## config.mk

```make
export PLATFORM = sky130hd
export DESIGN_NAME = ptrc_top
export DESIGN_NICKNAME = d
export VERILOG_FILES = /design/src/ptrc_top.v
export VERILOG_INCLUDE_DIRS = /design/src
export SDC_FILE = /design/constraint.sdc
export NUM_CORES = 1
export LEC_CHECK = 0
export ABC_AREA = 1
export BUFFER_PORTS_ARGS = -buffer_cell sky130_fd_sc_hd__clkbuf_2
export CORE_MARGIN = 3
export CORE_UTILIZATION = 45
export CTS_BUF_LIST = sky130_fd_sc_hd__clkbuf_4 sky130_fd_sc_hd__clkbuf_8
export DETAILED_ROUTE_END_ITERATION = 10
export PLACE_DENSITY = 0.67
export SLEW_MARGIN = 10
export SYNTH_ARGS = -nofsm -noshare
export SYNTH_HDL_FRONTEND = slang
export SYNTH_SLANG_ARGS = --single-unit
```

## constraint.sdc

```tcl
create_clock -name aclk -period 1.9 [get_ports aclk]
set_input_delay 0.38 -clock aclk [delete_from_list [all_inputs] [get_ports aclk]]
set_output_delay 0.38 -clock aclk [all_outputs]
set_load 0.005 [all_outputs]
```

## src/ptrc_consts.vh

```
// Constants for the paper tape reader control block.
// Assumes a 32-bit AXI4-Lite register bus with word-aligned registers.
`ifndef PTRC_CONSTS_VH
`define PTRC_CONSTS_VH

// Register byte offsets.
`define PTRC_REG_CMD 8'h00
`define PTRC_REG_ADDR 8'h04
`define PTRC_REG_DATA 8'h08
`define PTRC_REG_STATE 8'h0c
`define PTRC_REG_ALARMS 8'h10
`define PTRC_REG_IRQ_STATUS 8'h14
`define PTRC_REG_IRQ_MASK 8'h18

// Command register fields: opcode in [2:0], channel address in [7:4].
`define PTRC_CMD_OP_LSB 0
`define PTRC_CMD_OP_MSB 2
`define PTRC_CMD_ADDR_LSB 4
`define PTRC_CMD_ADDR_MSB 7

// Command opcodes.
`define PTRC_OP_OPERATE 3'h1
`define PTRC_OP_ABORT 3'h2
`define PTRC_OP_READY_TEST 3'h3
`define PTRC_OP_ERROR_TEST 3'h4
`define PTRC_OP_INPUT 3'h5
`define PTRC_OP_BLOCK_STEP 3'h6
`define PTRC_OP_ALARM_CLEAR 3'h7

// Reset values.
`define PTRC_ADDR_RESET 4'h0
`define PTRC_MASK_RESET 4'h0

// Interrupt status bit positions.
`define PTRC_IRQ_DATA 0
`define PTRC_IRQ_END_RECORD 1
`define PTRC_IRQ_CHAN_READY 2
`define PTRC_IRQ_ALARM 3

// Tape codes, decoded on the seven data bits.
`define PTRC_CODE_STX 7'h02
`define PTRC_CODE_DC3 7'h13

// Bus responses.
`define PTRC_RESP_OKAY 2'h0
`define PTRC_RESP_SLVERR 2'h2

`endif

```

## src/ptrc_top.v

```verilog
// Paper tape reader control: starts the reader, captures sprocket-timed
// frames, raises character and end-of-record interrupts and reports alarms.
// Assumes reader pins are asynchronous to aclk and a 32-bit AXI4-Lite master.
//
// Behaviour
// - Busy clears on device-disable code or abort.
// - Ready test: not busy, no demand, address match.
// - Read button: synchronise, demand, clear busy, interrupt.
// - Operate sets busy, clears enable and test.
// - Operate ignores any accompanying accumulator code.
// - All frames loaded; only start-of-text enables data ready.
// - Strobe sets sequence, then control; clear between.
// - Start-of-text while busy sets enable on pulse.
// - Enable lets pulse set ready; exchange interrupt needs ready and sequence control.
// - Input presents data and clears data ready in the same clock.
// - Device-disable clears busy and clutch; end-record low.
// - Data interrupt unmaskable; end-record interrupt maskable.
// - Parity error on input sets the alarm.
// - New frame while data ready sets timing alarm.
// - Error test reports alarms one, two, four.
`timescale 1ns/1ns
`default_nettype none
`include "ptrc_consts.vh"

module ptrc_top (
   // Clock and synchronous active-low reset.
   input wire aclk,
   input wire aresetn,
   // AXI4-Lite write address channel.
   input wire [7:0] s_axi_awaddr,
   input wire s_axi_awvalid,
   output wire s_axi_awready,
   // AXI4-Lite write data channel.
   input wire [31:0] s_axi_wdata,
   input wire [3:0] s_axi_wstrb,
   input wire s_axi_wvalid,
   output wire s_axi_wready,
   // AXI4-Lite write response channel.
   output reg [1:0] s_axi_bresp,
   output reg s_axi_bvalid,
   input wire s_axi_bready,
   // AXI4-Lite read address channel.
   input wire [7:0] s_axi_araddr,
   input wire s_axi_arvalid,
   output wire s_axi_arready,
   // AXI4-Lite read data channel.
   output reg [31:0] s_axi_rdata,
   output reg [1:0] s_axi_rresp,
   output reg s_axi_rvalid,
   input wire s_axi_rready,
   // Reader pins, all asynchronous to aclk.
   input wire sprocket_strobe_n,
   input wire [7:0] frame_bits,
   input wire read_button,
   input wire device_online,
   input wire power_ok,
   input wire tape_ok,
   // Reader clutch drive.
   output reg clutch_flag,
   // Processor-side lines.
   output wire ready_test_line,
   output wire data_exchange_irq,
   output wire end_record_irq_n,
   output wire irq
);

   // ----------------------------------------------------------------
   // Functions
   // ----------------------------------------------------------------

   // Compares the seven data bits of a frame with a tape code.
   function is_code;
      input [7:0] frame;
      input [6:0] code;
      begin
         is_code = (frame[6:0] == code);
      end
   endfunction

   // ----------------------------------------------------------------
   // Pin synchronisers
   // ----------------------------------------------------------------

   reg [1:0] strobe_sync; // Two stages for the sprocket strobe.
   reg [7:0] frame_meta; // First stage for the frame bits.
   reg [7:0] frame_sync; // Second stage for the frame bits.
   reg [1:0] button_sync; // Two stages for the read button.
   reg button_prev; // Previous synchronised button level.
   reg [1:0] online_sync; // Two stages for the on-line level.
   reg [1:0] power_sync; // Two stages for the power level.
   reg [1:0] tape_sync; // Two stages for the tape level.

   // Every pin passes two flip-flops; only the second stage is read.
   always @(posedge aclk) begin
      if (!aresetn) begin
         strobe_sync <= 2'h0;
         frame_meta <= 8'h00;
         frame_sync <= 8'h00;
         button_sync <= 2'h0;
         button_prev <= 1'b0;
         online_sync <= 2'h0;
         power_sync <= 2'h0;
         tape_sync <= 2'h0;
      end else begin
         strobe_sync <= {strobe_sync[0], ~sprocket_strobe_n};
         frame_meta <= frame_bits;
         frame_sync <= frame_meta;
         button_sync <= {button_sync[0], read_button};
         button_prev <= button_sync[1];
         online_sync <= {online_sync[0], device_online};
         power_sync <= {power_sync[0], power_ok};
         tape_sync <= {tape_sync[0], tape_ok};
      end
   end

   wire strobe_active = strobe_sync[1]; // Sprocket hole under the diodes.
   wire online = online_sync[1]; // Reader is on-line.
   wire button_press = button_sync[1] & ~button_prev;

   // ----------------------------------------------------------------
   // Register bus handshake
   // ----------------------------------------------------------------

   reg aw_have; // Write address held.
   reg w_have; // Write data held.
   reg [7:0] aw_addr; // Held write address.
   reg [31:0] w_data; // Held write data.
   reg [3:0] w_strb; // Held byte strobes.

   assign s_axi_awready = ~aw_have & ~s_axi_bvalid;
   assign s_axi_wready = ~w_have & ~s_axi_bvalid;
   assign s_axi_arready = ~s_axi_rvalid;

   // A write is performed once address and data are both held.
   wire wr_go = aw_have & w_have & ~s_axi_bvalid;
   wire wr_low = wr_go & w_strb[0]; // Low byte carries every field.
   wire rd_go = s_axi_arvalid & s_axi_arready;

   // Software command decode.
   wire cmd_wr = wr_low & (aw_addr == `PTRC_REG_CMD);
   wire [2:0] cmd_op = w_data[`PTRC_CMD_OP_MSB:`PTRC_CMD_OP_LSB];
   wire [3:0] cmd_addr = w_data[`PTRC_CMD_ADDR_MSB:`PTRC_CMD_ADDR_LSB];

   reg [3:0] chan_addr; // Channel address this block answers to.
   wire addr_match = (cmd_addr == chan_addr);
   wire cmd_valid = cmd_wr & addr_match;
   // Operate is decoded from the opcode and channel address; data bits above them are unused.
   wire op_operate = cmd_valid & (cmd_op == `PTRC_OP_OPERATE);
   wire op_abort = cmd_valid & (cmd_op == `PTRC_OP_ABORT);
   wire op_rtest = cmd_wr & (cmd_op == `PTRC_OP_READY_TEST);
   wire op_etest = cmd_valid & (cmd_op == `PTRC_OP_ERROR_TEST);
   wire op_input = cmd_valid & ((cmd_op == `PTRC_OP_INPUT) | (cmd_op == `PTRC_OP_BLOCK_STEP));
   wire op_aclear = cmd_valid & (cmd_op == `PTRC_OP_ALARM_CLEAR);

   // ----------------------------------------------------------------
   // Frame sequencing
   // ----------------------------------------------------------------

   reg channel_busy_flag; // Channel is reading a record.
   reg data_ready_enable_flag; // Start-of-text has been seen.
   reg data_ready_flag; // A character waits for input.
   reg sequence_flag; // Sprocket hole present, frame window open.
   reg sequence_control_flag; // Sequence flag delayed by one clock.
   reg manual_demand_flag; // Read button demand pending.
   reg alarm_flag; // Parity or timing error seen.
   reg [7:0] data_register; // Captured frame.
   reg [7:0] input_word; // Frame presented to the processor.
   reg input_parity_ok; // Parity of the presented frame.
   reg test_line; // Result of the last ready test.
   reg [3:0] alarm_word; // Result of the last error test.

   // Window opens with sequence; clear in the gap cycle.
   wire load_window = sequence_flag;
   wire data_register_clear = sequence_flag & ~sequence_control_flag;
   // Control pulse at the trailing edge of the window.
   wire control_pulse = sequence_control_flag & ~sequence_flag;
   wire is_stx = is_code(data_register, `PTRC_CODE_STX);
   wire is_dc3 = is_code(data_register, `PTRC_CODE_DC3);
   // Device-disable code decoded on the control pulse.
   wire dc3_stop = control_pulse & channel_busy_flag & is_dc3;
   // Even parity over all eight frame bits.
   wire parity_ok_signal = ~(^data_register);
   // Timing error: new window opens with data still unread.
   wire timing_error = data_register_clear & data_ready_flag;
   wire parity_error = op_input & ~parity_ok_signal;
   wire alarm_gate = timing_error | parity_error;

   // Sequence and sequence-control flags, and the data register.
   always @(posedge aclk) begin
      if (!aresetn) begin
         sequence_flag <= 1'b0;
         sequence_control_flag <= 1'b0;
         data_register <= 8'h00;
      end else begin
         sequence_flag <= strobe_active & clutch_flag;
         sequence_control_flag <= sequence_flag;
         // Every frame is loaded during the window.
         if (data_register_clear) begin
            data_register <= 8'h00;
         end else if (load_window) begin
            data_register <= data_register | frame_sync;
         end
      end
   end

   // ----------------------------------------------------------------
   // Channel control flags
   // ----------------------------------------------------------------

   // Busy, clutch, enable, data ready and demand.
   always @(posedge aclk) begin
      if (!aresetn) begin
         channel_busy_flag <= 1'b0;
         clutch_flag <= 1'b0;
         data_ready_enable_flag <= 1'b0;
         data_ready_flag <= 1'b0;
         manual_demand_flag <= 1'b0;
      end else begin
         // Busy: operate sets, the clearing causes reset it.
         if (op_operate) begin
            channel_busy_flag <= 1'b1;
         end else if (op_abort | dc3_stop | button_press) begin
            channel_busy_flag <= 1'b0;
         end
         // Clutch follows busy while on-line; device-disable drops it at once.
         if (dc3_stop) begin
            clutch_flag <= 1'b0;
         end else begin
            // Clutch engages while busy and on-line.
            clutch_flag <= channel_busy_flag & online;
         end
         // Data ready enable.
         if (op_operate) begin
            data_ready_enable_flag <= 1'b0;
         end else if (control_pulse & channel_busy_flag & is_stx) begin
            data_ready_enable_flag <= 1'b1;
         end
         // Data ready: a new character wins over a same-cycle input clear.
         if (control_pulse & data_ready_enable_flag & channel_busy_flag & ~is_dc3) begin
            data_ready_flag <= 1'b1;
         end else if (op_input) begin
            data_ready_flag <= 1'b0;
         end
         // Manual demand: set by the button, served by operate.
         if (button_press) begin
            manual_demand_flag <= 1'b1;
         end else if (op_operate) begin
            manual_demand_flag <= 1'b0;
         end
      end
   end

   // ----------------------------------------------------------------
   // Processor transfers and tests
   // ----------------------------------------------------------------

   // Input word, test line, alarm flag and alarm word.
   always @(posedge aclk) begin
      if (!aresetn) begin
         input_word <= 8'h00;
         input_parity_ok <= 1'b1;
         test_line <= 1'b0;
         alarm_flag <= 1'b0;
         alarm_word <= 4'h0;
      end else begin
         // Present the data register on input.
         if (op_input) begin
            input_word <= data_register;
            input_parity_ok <= parity_ok_signal;
         end
         // Test line answers the last ready test; operate drops it.
         if (op_operate) begin
            test_line <= 1'b0;
         end else if (op_rtest) begin
            // Ready only when idle, no demand, addressed.
            test_line <= ~channel_busy_flag & ~manual_demand_flag & addr_match;
         end
         // Alarm: an error in the clearing cycle still sets it.
         if (alarm_gate) begin
            // Parity or timing error sets the alarm.
            alarm_flag <= 1'b1;
         end else if (op_aclear) begin
            alarm_flag <= 1'b0;
         end
         // Alarm 1 off-line, 2 power or tape, 3 never, 4 error.
         if (op_etest) begin
            alarm_word <= {alarm_flag, 1'b0, ~power_sync[1] | ~tape_sync[1], ~online};
         end
      end
   end

   assign ready_test_line = test_line;
   // Exchange interrupt with data ready and sequence control.
   assign data_exchange_irq = data_ready_flag & sequence_control_flag;
   // End-of-record line low while busy is clear.
   assign end_record_irq_n = channel_busy_flag;

   // ----------------------------------------------------------------
   // Interrupt status and mask
   // ----------------------------------------------------------------

   reg [3:0] irq_status; // Sticky event bits, write one to clear.
   reg [3:0] irq_mask; // Enables for the maskable bits.
   reg busy_prev; // Busy one clock ago.
   reg ready_prev; // Data ready one clock ago.
   wire [3:0] irq_events; // Events of this clock.
   wire [3:0] irq_clear; // Software clear pulses.

   assign irq_events = {alarm_gate, button_press, busy_prev & ~channel_busy_flag,
                        data_ready_flag & ~ready_prev};
   assign irq_clear = (wr_low & (aw_addr == `PTRC_REG_IRQ_STATUS)) ? w_data[3:0] : 4'h0;

   // A set in the same cycle as its clear wins.
   always @(posedge aclk) begin
      if (!aresetn) begin
         irq_status <= 4'h0;
         busy_prev <= 1'b0;
         ready_prev <= 1'b0;
      end else begin
         irq_status <= irq_events | (irq_status & ~irq_clear);
         busy_prev <= channel_busy_flag;
         ready_prev <= data_ready_flag;
      end
   end

   // Data bit ignores the mask; the rest are maskable.
   assign irq = irq_status[`PTRC_IRQ_DATA] | (|(irq_status[3:1] & irq_mask[3:1]));

   // ----------------------------------------------------------------
   // Register bus transactions
   // ----------------------------------------------------------------

   // Read data for an address.
   reg [31:0] next_rdata;
   reg next_rresp_err;
   always @* begin
      next_rdata = 32'h00000000;
      next_rresp_err = 1'b0;
      case (s_axi_araddr)
         `PTRC_REG_CMD: next_rdata = 32'h00000000;
         `PTRC_REG_ADDR: next_rdata = {28'h0000000, chan_addr};
         `PTRC_REG_DATA: next_rdata = {23'h000000, input_parity_ok, input_word};
         `PTRC_REG_STATE: next_rdata = {21'h000000, end_record_irq_n, data_exchange_irq, test_line,
                                        alarm_flag, manual_demand_flag, data_ready_flag,
                                        data_ready_enable_flag, sequence_control_flag,
                                        sequence_flag, clutch_flag, channel_busy_flag};
         `PTRC_REG_ALARMS: next_rdata = {28'h0000000, alarm_word};
         `PTRC_REG_IRQ_STATUS: next_rdata = {28'h0000000, irq_status};
         `PTRC_REG_IRQ_MASK: next_rdata = {28'h0000000, irq_mask};
         default: next_rresp_err = 1'b1;
      endcase
   end

   // Write acceptance, register writes and both responses.
   always @(posedge aclk) begin
      if (!aresetn) begin
         aw_have <= 1'b0;
         w_have <= 1'b0;
         aw_addr <= 8'h00;
         w_data <= 32'h00000000;
         w_strb <= 4'h0;
         s_axi_bvalid <= 1'b0;
         s_axi_bresp <= `PTRC_RESP_OKAY;
         s_axi_rvalid <= 1'b0;
         s_axi_rdata <= 32'h00000000;
         s_axi_rresp <= `PTRC_RESP_OKAY;
         chan_addr <= `PTRC_ADDR_RESET;
         irq_mask <= `PTRC_MASK_RESET;
      end else begin
         // Address and data are taken in either order.
         if (s_axi_awvalid & s_axi_awready) begin
            aw_have <= 1'b1;
            aw_addr <= s_axi_awaddr;
         end
         if (s_axi_wvalid & s_axi_wready) begin
            w_have <= 1'b1;
            w_data <= s_axi_wdata;
            w_strb <= s_axi_wstrb;
         end
         // Perform the write and answer it.
         if (wr_go) begin
            aw_have <= 1'b0;
            w_have <= 1'b0;
            s_axi_bvalid <= 1'b1;
            s_axi_bresp <= `PTRC_RESP_OKAY;
            case (aw_addr)
               `PTRC_REG_ADDR: begin
                  if (w_strb[0]) begin
                     chan_addr <= w_data[3:0];
                  end
               end
               `PTRC_REG_IRQ_MASK: begin
                  if (w_strb[0]) begin
                     irq_mask <= w_data[3:0];
                  end
               end
               `PTRC_REG_CMD, `PTRC_REG_IRQ_STATUS: begin
                  s_axi_bresp <= `PTRC_RESP_OKAY;
               end
               // Read-only and unmapped addresses refuse writes.
               default: s_axi_bresp <= `PTRC_RESP_SLVERR;
            endcase
         end else if (s_axi_bvalid & s_axi_bready) begin
            s_axi_bvalid <= 1'b0;
         end
         // Read answer one clock after the address is taken.
         if (rd_go) begin
            s_axi_rvalid <= 1'b1;
            s_axi_rdata <= next_rdata;
            s_axi_rresp <= next_rresp_err ? `PTRC_RESP_SLVERR : `PTRC_RESP_OKAY;
         end else if (s_axi_rvalid & s_axi_rready) begin
            s_axi_rvalid <= 1'b0;
         end
      end
   end

endmodule
`default_nettype wire

```

* Word-level counts from Yosys, hierarchy flattened
Index checks and enable logic that the tools add are counted.
** Word-level totals
- Register bits :: 127
- Output and inout port bits :: 46
- RAM bits :: 0
- Memory bits (read-only) :: 0
- Memories :: 0
- Latch bits :: 0
- Logic and storage cells :: 154
** Operators by class
- Div/mod/pow operators :: 0
- Mux-type cells :: 16
- Reductions and logical operators :: 18
- Bitwise gates (word level) :: 65
- Eq/ne operators :: 19
- Order comparisons :: 0
- Shifts and indexed selects :: 0
- Multiply operators :: 0
- $add $sub $neg :: 0
** Operator list (number)
- case mux 11 bit (6 select lines) :: 1
- equality test 8 x 5 -> 1 bit, second input constant :: 5
- AND 1 bit :: 37
- inverter 1 bit :: 17
- equality test 8 x 3 -> 1 bit, second input constant :: 2
- equality test 8 x 4 -> 1 bit, second input constant :: 2
- zero test 8 bit :: 2
- equality test 3 bit, second input constant :: 4
- two-way mux 1 bit :: 12
- nonzero test 2 bit :: 6
- bitwise OR 8 bit :: 1
- OR reduction 2 bit :: 4
- XOR reduction 8 bit :: 1
- equality test 7 x 2 -> 1 bit, second input constant :: 1
- equality test 7 x 5 -> 1 bit, second input constant :: 1
- OR reduction 7 bit :: 1
- equality test 3 x 2 -> 1 bit, second input constant :: 2
- bitwise OR 1 bit :: 6
- AND reduction 3 bit :: 2
- AND 4 bit :: 1
- equality test 4 bit :: 1
- two-way mux 2 bit :: 2
- two-way mux 4 bit :: 1
- inverter 4 bit :: 1
- 5 further kinds :: 5

* Logic depth before layout (Yosys ltp)
Gate-level depths: netlist of run 1.
- Depth after elaboration :: 10
- Mapped depth :: 13

* Worst setup path after synthesis of run 1
OpenSTA, ideal clock, no wires.
- Kind :: reg2reg
- Start :: register data_register[4]
- End :: register alarm_flag
- Required time :: 1.772 ns
- Setup time :: 0.128 ns
- Slack :: 0.502 ns
- Stages on the path, launching flop included :: 11
- Clock period less this slack :: 1.398 ns
- Arrival time :: 1.270 ns
- Cell sequence :: dfxtp_1 > inv_1 > ha_1 > xnor2_1 > inv_1 > nand2_1 > nand2_1 > nand3_1 > nand2_1 > nor2_1 > nor2_1
** On the way
- Cells in the longest elaborated chain, start to end :: 4
- Elaborated cells on any way between the ends :: 5
- Classes of those cells :: mux: 1; bitwise: 2; reduce/logical: 2
** Ends and longest elaborated chain
- start: declaration :: line ptrc_top.v:166 : reg [7:0] data_register;
- start signal: assignment :: line ptrc_top.v:201 : data_register <= data_register | frame_sync;
- XOR reduction 8 bit (*) :: line ptrc_top.v:182 : wire parity_ok_signal = ~(^data_register);
- AND 1 bit (*) :: line ptrc_top.v:185 : wire parity_error = op_input & ~parity_ok_signal;
- bitwise OR 1 bit (*) :: line ptrc_top.v:186 : wire alarm_gate = timing_error | parity_error;
- two-way mux 1 bit or nonzero test 2 bit (tied branches)
- end signal: assignment :: line ptrc_top.v:263 : alarm_flag <= 1'b0;
- end signal: assignment :: line ptrc_top.v:281 : alarm_flag <= 1'b1;
- end signal: assignment :: line ptrc_top.v:283 : alarm_flag <= 1'b0;
- end: declaration :: line ptrc_top.v:165 : reg alarm_flag;
Every way passes the cells marked *; elsewhere a longest branch is shown, timed or not.
A chain may end at the register's enable or synchronous reset.

* Final worst setup path of run 1
Ends and elaborated chain as after synthesis.

==> results of run 1 <==
## power breakdown
| part | switching, mW | leakage (nW) | internal, mW | total [mW] |
|---|---|---|---|---|
| registers | 0.0439 | 0.850 | 2.26 | 2.30 |
| logic | 0.227 | 1.46 | 0.131 | 0.358 |
| clock network | 0.746 | 0.0823 | 0.495 | 1.24 |
## metrics by stage
stage,setup slack [ns],area (µm²)
after CTS,0.1903,4949
after detailed placement,0.1746,4772
after global placement,0.1857,4772
final,0.2005,4949
after global routing,0.04549,4949
after floorplan,0.5018,4463
## sequential cells by signal, indices dropped and copies added (netlist names), 3 cells and up
signal         flops
alarm_word         3
aw_addr            8
chan_addr          4
data_register      8
frame_meta         8
frame_sync         8
input_word         8
irq_mask           4
irq_status         4
s_axi_rdata       11
w_data             8
## layout by cell type, fill, tap and decap left out, drive strengths merged
master / instances
nand2: 115
dfxtp: 104
inv: 90
clkbuf: 77
nor2: 75
o21ai: 53
a21oi: 51
nand3: 32
conb: 23
buf: 9
nand4: 7
ha: 5
o22ai: 4
nor3: 4
clkinvlp: 3
nand3b: 3
o211ai: 2
clkinv: 2
or2: 1
xnor2: 1
o31ai: 1
o21a: 1
## cell type report
| type | count | share of cell area [%] |
|---|---|---|
| Clock buffer | 10 | 2.655 |
| Clock inverter | 6 | 0.9102 |
| Inverter | 89 | 6.751 |
| Multi-Input combinational cell | 378 | 36.21 |
| Sequential cell | 104 | 42.07 |
| Tap cell | 129 | 3.262 |
| Timing Repair Buffer | 76 | 8.142 |
## metal layers
metal | wire length (µm) | vias to the layer above | global-route usage, %
li1 | - | 1944 | -
met1 | 4115 | 1710 | 21.98
met2 | 4472 | 99 | 29.66
met3 | 474 | 18 | 3.335
met4 | 192 | 0 | 7.029
met5 | 0 | - | 0
## kinds of logic (layout without fill, tap and decap cells)
group / count (synthesis) / after routing / share of synthesized area [%]
AO/OA/AOI/OAI: 112 / 112 / 13.65
XOR/XNOR: 1 / 1 / 0.2000
adder cells (fa/ha/maj): 5 / 5 / 1.428
buffers and inverters: 129 / 181 / 13.45
flip-flops: 104 / 104 / 47.53
other: 1 / 23 / 0.08561
AND/OR/NAND/NOR: 237 / 237 / 23.65
## worst paths after layout
check        cells past startpoint         startpoint  slack [ns]        endpoint
max                             10   data_register[4]        0.20      alarm_flag
min                              2  sprocket_strobe_n        0.17  strobe_sync[0]
min reg2reg                      2      power_sync[0]        0.41   power_sync[1]
max reg2reg                     10   data_register[4]        0.20      alarm_flag
## worst max-delay path, stage by stage (launching register included)
cell and delay, ns:
dfxtp_1 0.42, inv_1 0.07, ha_1 0.30, xnor2_1 0.22, inv_1 0.07, nand2_1 0.07, nand2_1 0.07, nand3_1 0.14
nand2_1 0.07, nor2_1 0.12, nor2_1 0.05
==> impl_metrics.toml, run 1 <==
[clock_network]
cts_tree = "done"
clockRootBuffer = "clkbuf_8"
ctsResizeCount = 0
cts_num_sinks = 104
clockBufferDepth = 2
h-tree-depth = 3
clk_pin_slew_ns = 0.09
ctsHoldBuffers = 0
cts_buffers = 9
cts_setup_buffers = 0
clk_latency_ns = 0.36

[die]
pin_count = 118
die_w_um = 104.7
num_rows = 35
dieArea_um2 = 10950
core-area_um2 = 9371
die_h_um = 104.7
start_util_pct = 46.74

[timing]
timing.final.crit_share_pct = 89.45
finalSetupViolations = 0
tightestPinTransition_ns = 0.5704
fmax_ghz = 0.5884
totalNegativeSetupSlack_ns = 0
relSlewSlack_pct = 61.72
rsz0062_at_grt = "false"
min_period_ns = 1.699
fin_skew_ns = 0.007412
slew_viol_final = 0
holdWs_ns = 0.1681
hold_viol_final = 0

[route]
wire_per_inst_um = 11.68
num_vias = 3771
routed_via_density = 4.761
drtAntennaViolNets = 0
dr.pass1.iters = 5
finalWirelength_mm = 9.254
drc = 0
drt_iter0_markers = 154

[pwr]
p_leak_nw = 2.390
p_per_area_nw_per_um2 = 788.5
vdd_ir_drop_max_v = 0.0003943
total_power_mw = 3.902

[cells_and_area]
finalNetCount = 735
num-fill-cells = 958
final_cells = 792
fin_util_pct = 52.80
area_growth_pct = 12.97
insertedDiodeCount = 0
seq_area_um2 = 2082
drive_gt1_share_pct = 17.04
multi_input_area_um2 = 1792

[global_routing]
grt_pass1_vias = 3458
grt_max_degree = 26
grt_pass1_wl_mm = 15.70
overflow = 0
antenna_found_initial = 0
gr-usage-all-layers_pct = 17.52

[worst_setup_path]
worstPathRequired_ns = 2.14
worstPathArrival_ns = 1.94
path_class = "flip-flop to flip-flop"
crit_path_start_kind = "flip-flop"
critPathCaptureType = "flip-flop"
crit_fanout = 4

[yosys]
yosysTopAreaCellShare_pct = 47.53
synth_area_leader_cell = "dfxtp_1"
yosysWarningCount = 0
synth-edff-count = 0
syn_inst = 589
synth_flop_cell = "dfxtp_1"
synth_commonest_cells = "112 x nand2_1, 104 x dfxtp_1, 88 x inv_1"
avgSynthCellArea_um2 = 7.437
ys_types = 33
synthMostInstantiatedCell = "nand2_1"
ys_seq_area_share_pct = 47.53
synth_area_um2 = 4380
async_flop_share_pct = 0
synth_area_leaders = "dfxtp_1 48%, nand2_1 9.6%, inv_1 7.5%"
synth-seq-cells = 104

[placement]
port_buffers = 67
place_congestion = 0.8321
place_inst = 776
dp_hpwl_mm = 7.059

[status]
outcome = "completed"

[flow_run]
max_cap_viol_count = 0

[hold_path]
hold_path_class = "input pin to flip-flop"
Note: power is estimated with default switching activity, not from simulation.
==> inputs of run 2 (changes only) <==
Clock period 1.9 ns to 1.88 ns, I/O delays scaled along.
==> impl_metrics.toml, run 2 (synthesized netlist as in run 1, its figures left out) <==
[status]
outcome = "completed"

[route]
drtAntennaViolNets = 0
drc = 0
num_vias = 3718
finalWirelength_mm = 9.150
wire_per_inst_um = 11.54
dr.pass1.iters = 4
routed_via_density = 4.689
drt_iter0_markers = 135

[pwr]
comb_power_share_pct = 8.9
p_leak_nw = 2.416
seqPwrFrac_pct = 57.0
switchingPower_mw = 1.031
p_per_area_nw_per_um2 = 819.3
vdd_ir_drop_max_v = 0.0004711
power.share.switching_pct = 25.25
p_int_mw = 3.053
pwr-share-clk_pct = 34.1

[clock_network]
cts_tree = "done"
clk_pin_slew_ns = 0.10
clockRootBuffer = "clkbuf_8"
cts_num_sinks = 104
h-tree-depth = 3
cts_buffers = 9
clk_latency_ns = 0.37
cts_setup_buffers = 0
clockBufferDepth = 2

[placement]
dp_hpwl_mm = 7.000
place_congestion = 0.8289
port_buffers = 67
dp_slack_ns = 0.1437

[timing]
fin_ws_ns = 0.2505
min_period_ns = 1.630
tightestPinTransition_ns = 0.6061
rsz0062_at_grt = "false"
fin_skew_ns = 0.01417
fmax_ghz = 0.6137
hold_viol_final = 0
finalSetupViolations = 0
timing.final.crit_share_pct = 86.68
slew_viol_final = 0
totalNegativeSetupSlack_ns = 0
relSlewSlack_pct = 59.32

[worst_setup_path]
critPathTopFamily = "simple AND/OR/NAND/NOR gates"
worstPathRequired_ns = 2.13
crit_path_start_kind = "flip-flop"
r2r_slack_ns = 0.25
path_class = "flip-flop to flip-flop"
critPathMaxStageDelay_ns = 0.41
timing.critical_path.from = "data_register[4]"
crit_buf_inv = 2
critPathSlowestCell = "dfxtp_1"
crit_chain = "inv_1, ha_1, xnor2_1, inv_1, nand2_1, nand2_1, nand3_1, nand2_1, nor2_1, nor2_1"
r2r-start = "data_register[4]"
crit_fanout = 4
crit_path_frequent_cell = "nand2_1"
critPathCaptureType = "flip-flop"
worstPathArrival_ns = 1.88

[global_routing]
gr-usage-all-layers_pct = 16.97
antenna_found_initial = 0
grt_max_degree = 26
overflow = 0
grt_pass1_vias = 3460
grt_pass1_wl_mm = 15.48

[die]
pin_count = 118
start_util_pct = 46.74
die_w_um = 104.7
die_h_um = 104.7
core-area_um2 = 9371
dieArea_um2 = 10950
num_rows = 35

[cells_and_area]
regMostFlops = "s_axi_rdata"
drive_gt1_share_pct = 17.17
insertedDiodeCount = 0
largest_reg_flops = 11
area_growth_pct = 13.80
layout_common_cells = "112 x nand2_1, 104 x dfxtp_1, 88 x inv_1"
fin_util_pct = 53.19
finalNetCount = 736
final_common_cell = "nand2_1"

[hold_path]
hold_path_class = "input pin to flip-flop"
holdCritStartpoint = "sprocket_strobe_n"

[flow_run]
max_cap_viol_count = 0
==> run 2: cell count changes in the layout (fill, tap and decap cells not counted) <==
cell and change:
buf_4 +1, bufinv_16 +1, clkinv_2 -1, clkinv_4 -1, clkinvlp_4 +1, nand2_2 -1, nand2_4 +1
==> run 2: routing by layer <==
metal  up-vias  global-route usage, %  part of all wire [%]
met4         0                  5.061                   1.0
met3         9                  2.965                   4.6
met5         -                      0                     0
met1      1691                  20.73                    44
li1       1943                      -                     -
met2        75                  30.44                    50
==> run 2: worst paths after layout <==
check / cells after the start / end
hold / removal: 2 / strobe_sync[0]
setup reg to reg: 10 / alarm_flag
setup / recovery: 10 / alarm_flag
hold reg to reg: 2 / tape_sync[1]
==> run 2: through the flow <==
stage	hold WS, ns	total power [mW]	cell area [µm²]	std cells
2_1_floorplan	0.3905	2.649	4463	611
3_3_place_gp	0.3944	2.732	4780	777
3_5_place_dp	0.3991	2.745	4780	777
4_1_cts	0.1462	4.122	4980	793
5_1_grt	0.1496	4.277	4985	793
6_report	0.1514	4.084	4985	793
==> run 2: power by group through the flow <==
stage / combinational, mW / sequential, mW / clock, mW
after floorplan: 0.278 / 2.37 / 0
after global placement: 0.356 / 2.38 / 0
after detailed placement: 0.366 / 2.38 / 0
after CTS: 0.368 / 2.33 / 1.43
after global routing: 0.423 / 2.34 / 1.51
final: 0.363 / 2.33 / 1.39
==> run 2: timing repair <==
action,4_1_cts,5_1_grt
setup endpoints to repair,0,5
endpoints found under the hold margin,0,0
hold buffers,0,0
gates resized for setup,0,1
==> run 2: final cells by class <==
type / count / area [µm²]
clock inverters: 6 / 68.82
flip-flops and latches: 104 / 2082
fillers: 930 / 4387
repair buffers: 77 / 410.4
multi-input cells: 378 / 1797
inverters: 89 / 334.1
clock buffers: 10 / 131.4
well taps: 129 / 161.4
==> run 2: worst reg2reg max path: stages (launching register included) <==
cell	delay, ns
dfxtp_1	0.41
inv_1	0.06
ha_1	0.30
xnor2_1	0.21
inv_1	0.06
nand2_1	0.06
nand2_1	0.07
nand3_1	0.12
nand2_1	0.07
nor2_1	0.11
nor2_1	0.04
==> inputs of run 3 (changes only) <==
Settings changed: CORE_ASPECT_RATIO set to 1.2, RECOVER_POWER set to 25.
==> impl_metrics.toml, run 3 (synthesized netlist as in run 1, its figures left out) <==
[status]
outcome = "completed"

[cells_and_area]
multi_input_area_um2 = 1792
seq_area_um2 = 2082
final_cells = 782
drive_gt1_share_pct = 16.62
area_growth_pct = 12.88
final_common_cell = "nand2_1"
layout_common_cells = "112 x nand2_1, 104 x dfxtp_1, 88 x inv_1"
num-fill-cells = 941
insertedDiodeCount = 0
largest_reg_flops = 11
regMostFlops = "s_axi_rdata"
finalNetCount = 734

[die]
die_w_um = 96.07
start_util_pct = 47.25
dieArea_um2 = 10960
pin_count = 118
die_h_um = 114.1
num_rows = 38
core-area_um2 = 9271

[clock_network]
clockRootBuffer = "clkbuf_8"
ctsHoldBuffers = 0
cts_tree = "done"
cts_buffers = 9
cts_num_sinks = 104
h-tree-depth = 3
clk_pin_slew_ns = 0.10
clockBufferDepth = 2
cts_setup_buffers = 0
clk_latency_ns = 0.37
ctsResizeCount = 0

[worst_setup_path]
worstPathRequired_ns = 2.18
timing.critical_path.from = "aw_addr[0]"
critPathCaptureType = "flip-flop"
crit_fanout = 11
path_class = "flip-flop to flip-flop"
r2r-start = "aw_addr[0]"
worstPathArrival_ns = 1.96
crit_path_start_kind = "flip-flop"

[timing]
min_period_ns = 1.656
tightestPinTransition_ns = 0.5911
slew_viol_final = 0
relSlewSlack_pct = 60.33
totalNegativeSetupSlack_ns = 0
fin_skew_ns = 0.01540
finalSetupViolations = 0
hold_viol_final = 0
rsz0062_at_grt = "false"
timing.final.crit_share_pct = 88.08
fmax_ghz = 0.6039

[placement]
place_congestion = 0.9539
dp_hpwl_mm = 7.081
place_inst = 766
port_buffers = 67

[global_routing]
grt_max_degree = 56
busiest_layer = "met2"
overflow = 0
grt_use_met3_pct = 2.696
gr-usage-all-layers_pct = 17.69
grt_util_met2_pct = 31.92
use_met1_pct = 20.13
grt_pass1_wl_mm = 15.32
grt_pass1_vias = 3470
antenna_found_initial = 0

[pwr]
p_leak_nw = 2.389
p_per_area_nw_per_um2 = 807.7
vdd_ir_drop_max_v = 0.0005778

[route]
drtAntennaViolNets = 0
routed_via_density = 4.724
dr.pass1.iters = 4
num_vias = 3694
wire_per_inst_um = 11.79
drc = 0
drt_iter0_markers = 169
finalWirelength_mm = 9.217

[hold_path]
holdCritStartpoint = "sprocket_strobe_n"
hold_path_class = "input pin to flip-flop"

[flow_run]
max_cap_viol_count = 0
run 3: cell count changes in the layout (fill, tap and decap cells not counted):
cell        change
buf_12          +1
buf_4           -4
bufinv_16       -1
clkbuf_1        +2
clkbuf_2        -1
clkinv_4        +2
clkinvlp_4      -2
inv_8           +1
nand2_2         +1
nand2_4         -1
run 3: worst max-delay path: stages, from the launching register on:
cell and delay [ns]:
dfxtp_1 0.32, nor2_1 0.20, nand2_1 0.13, nor2_4 0.13, nand2_2 0.08, nor2_4 0.17
nand2_2 0.21, inv_2 0.20, nor2_1 0.06, nor2_1 0.09
run 3: metal layers:
metal  vias up  part of all wire (%)
li1       1948                     -
met1      1647                    42
met2        77                    51
met3        22                   3.8
met4         0                   2.7
met5         -                     0
run 3: metrics by stage:
stage	hold slack, ns	util [%]	instance area [µm²]	power [mW]	worst slack, ns
after detailed placement	0.3947	51.40	4766	2.749	0.1645
after floorplan	0.3905	-	4463	2.649	0.4818
final	0.1548	53.33	4945	3.994	0.2242
after global routing	0.1468	53.33	4945	4.186	0.02619
after CTS	0.1382	53.39	4950	4.036	0.2306
after global placement	0.3927	51.40	4766	2.733	0.1823
run 3: report_power, final:
| group | leakage (nW) | switching (mW) | internal [mW] |
|---|---|---|---|
| logic | 1.45 | 0.231 | 0.134 |
| clock network | 0.0884 | 0.785 | 0.515 |
| registers | 0.850 | 0.0451 | 2.28 |
run 3: cell type report:
cell class / instances / area share (%)
sequential: 104 / 42.11
multi-input combinational: 378 / 36.23
tap: 120 / 3.036
clock inverter: 6 / 1.063
timing repair buffer: 75 / 8.148
clock buffer: 10 / 2.657
inverter: 89 / 6.756
run 3: path summary, 6_finish.rpt:
| check | end | slack [ns] | cells past startpoint |
|---|---|---|---|
| worst max-delay path | input_word[0] | 0.22 | 9 |
| worst max register to register | input_word[0] | 0.22 | 9 |
| worst min-delay path | strobe_sync[0] | 0.15 | 2 |
| worst min register to register | frame_sync[4] | 0.41 | 2 |
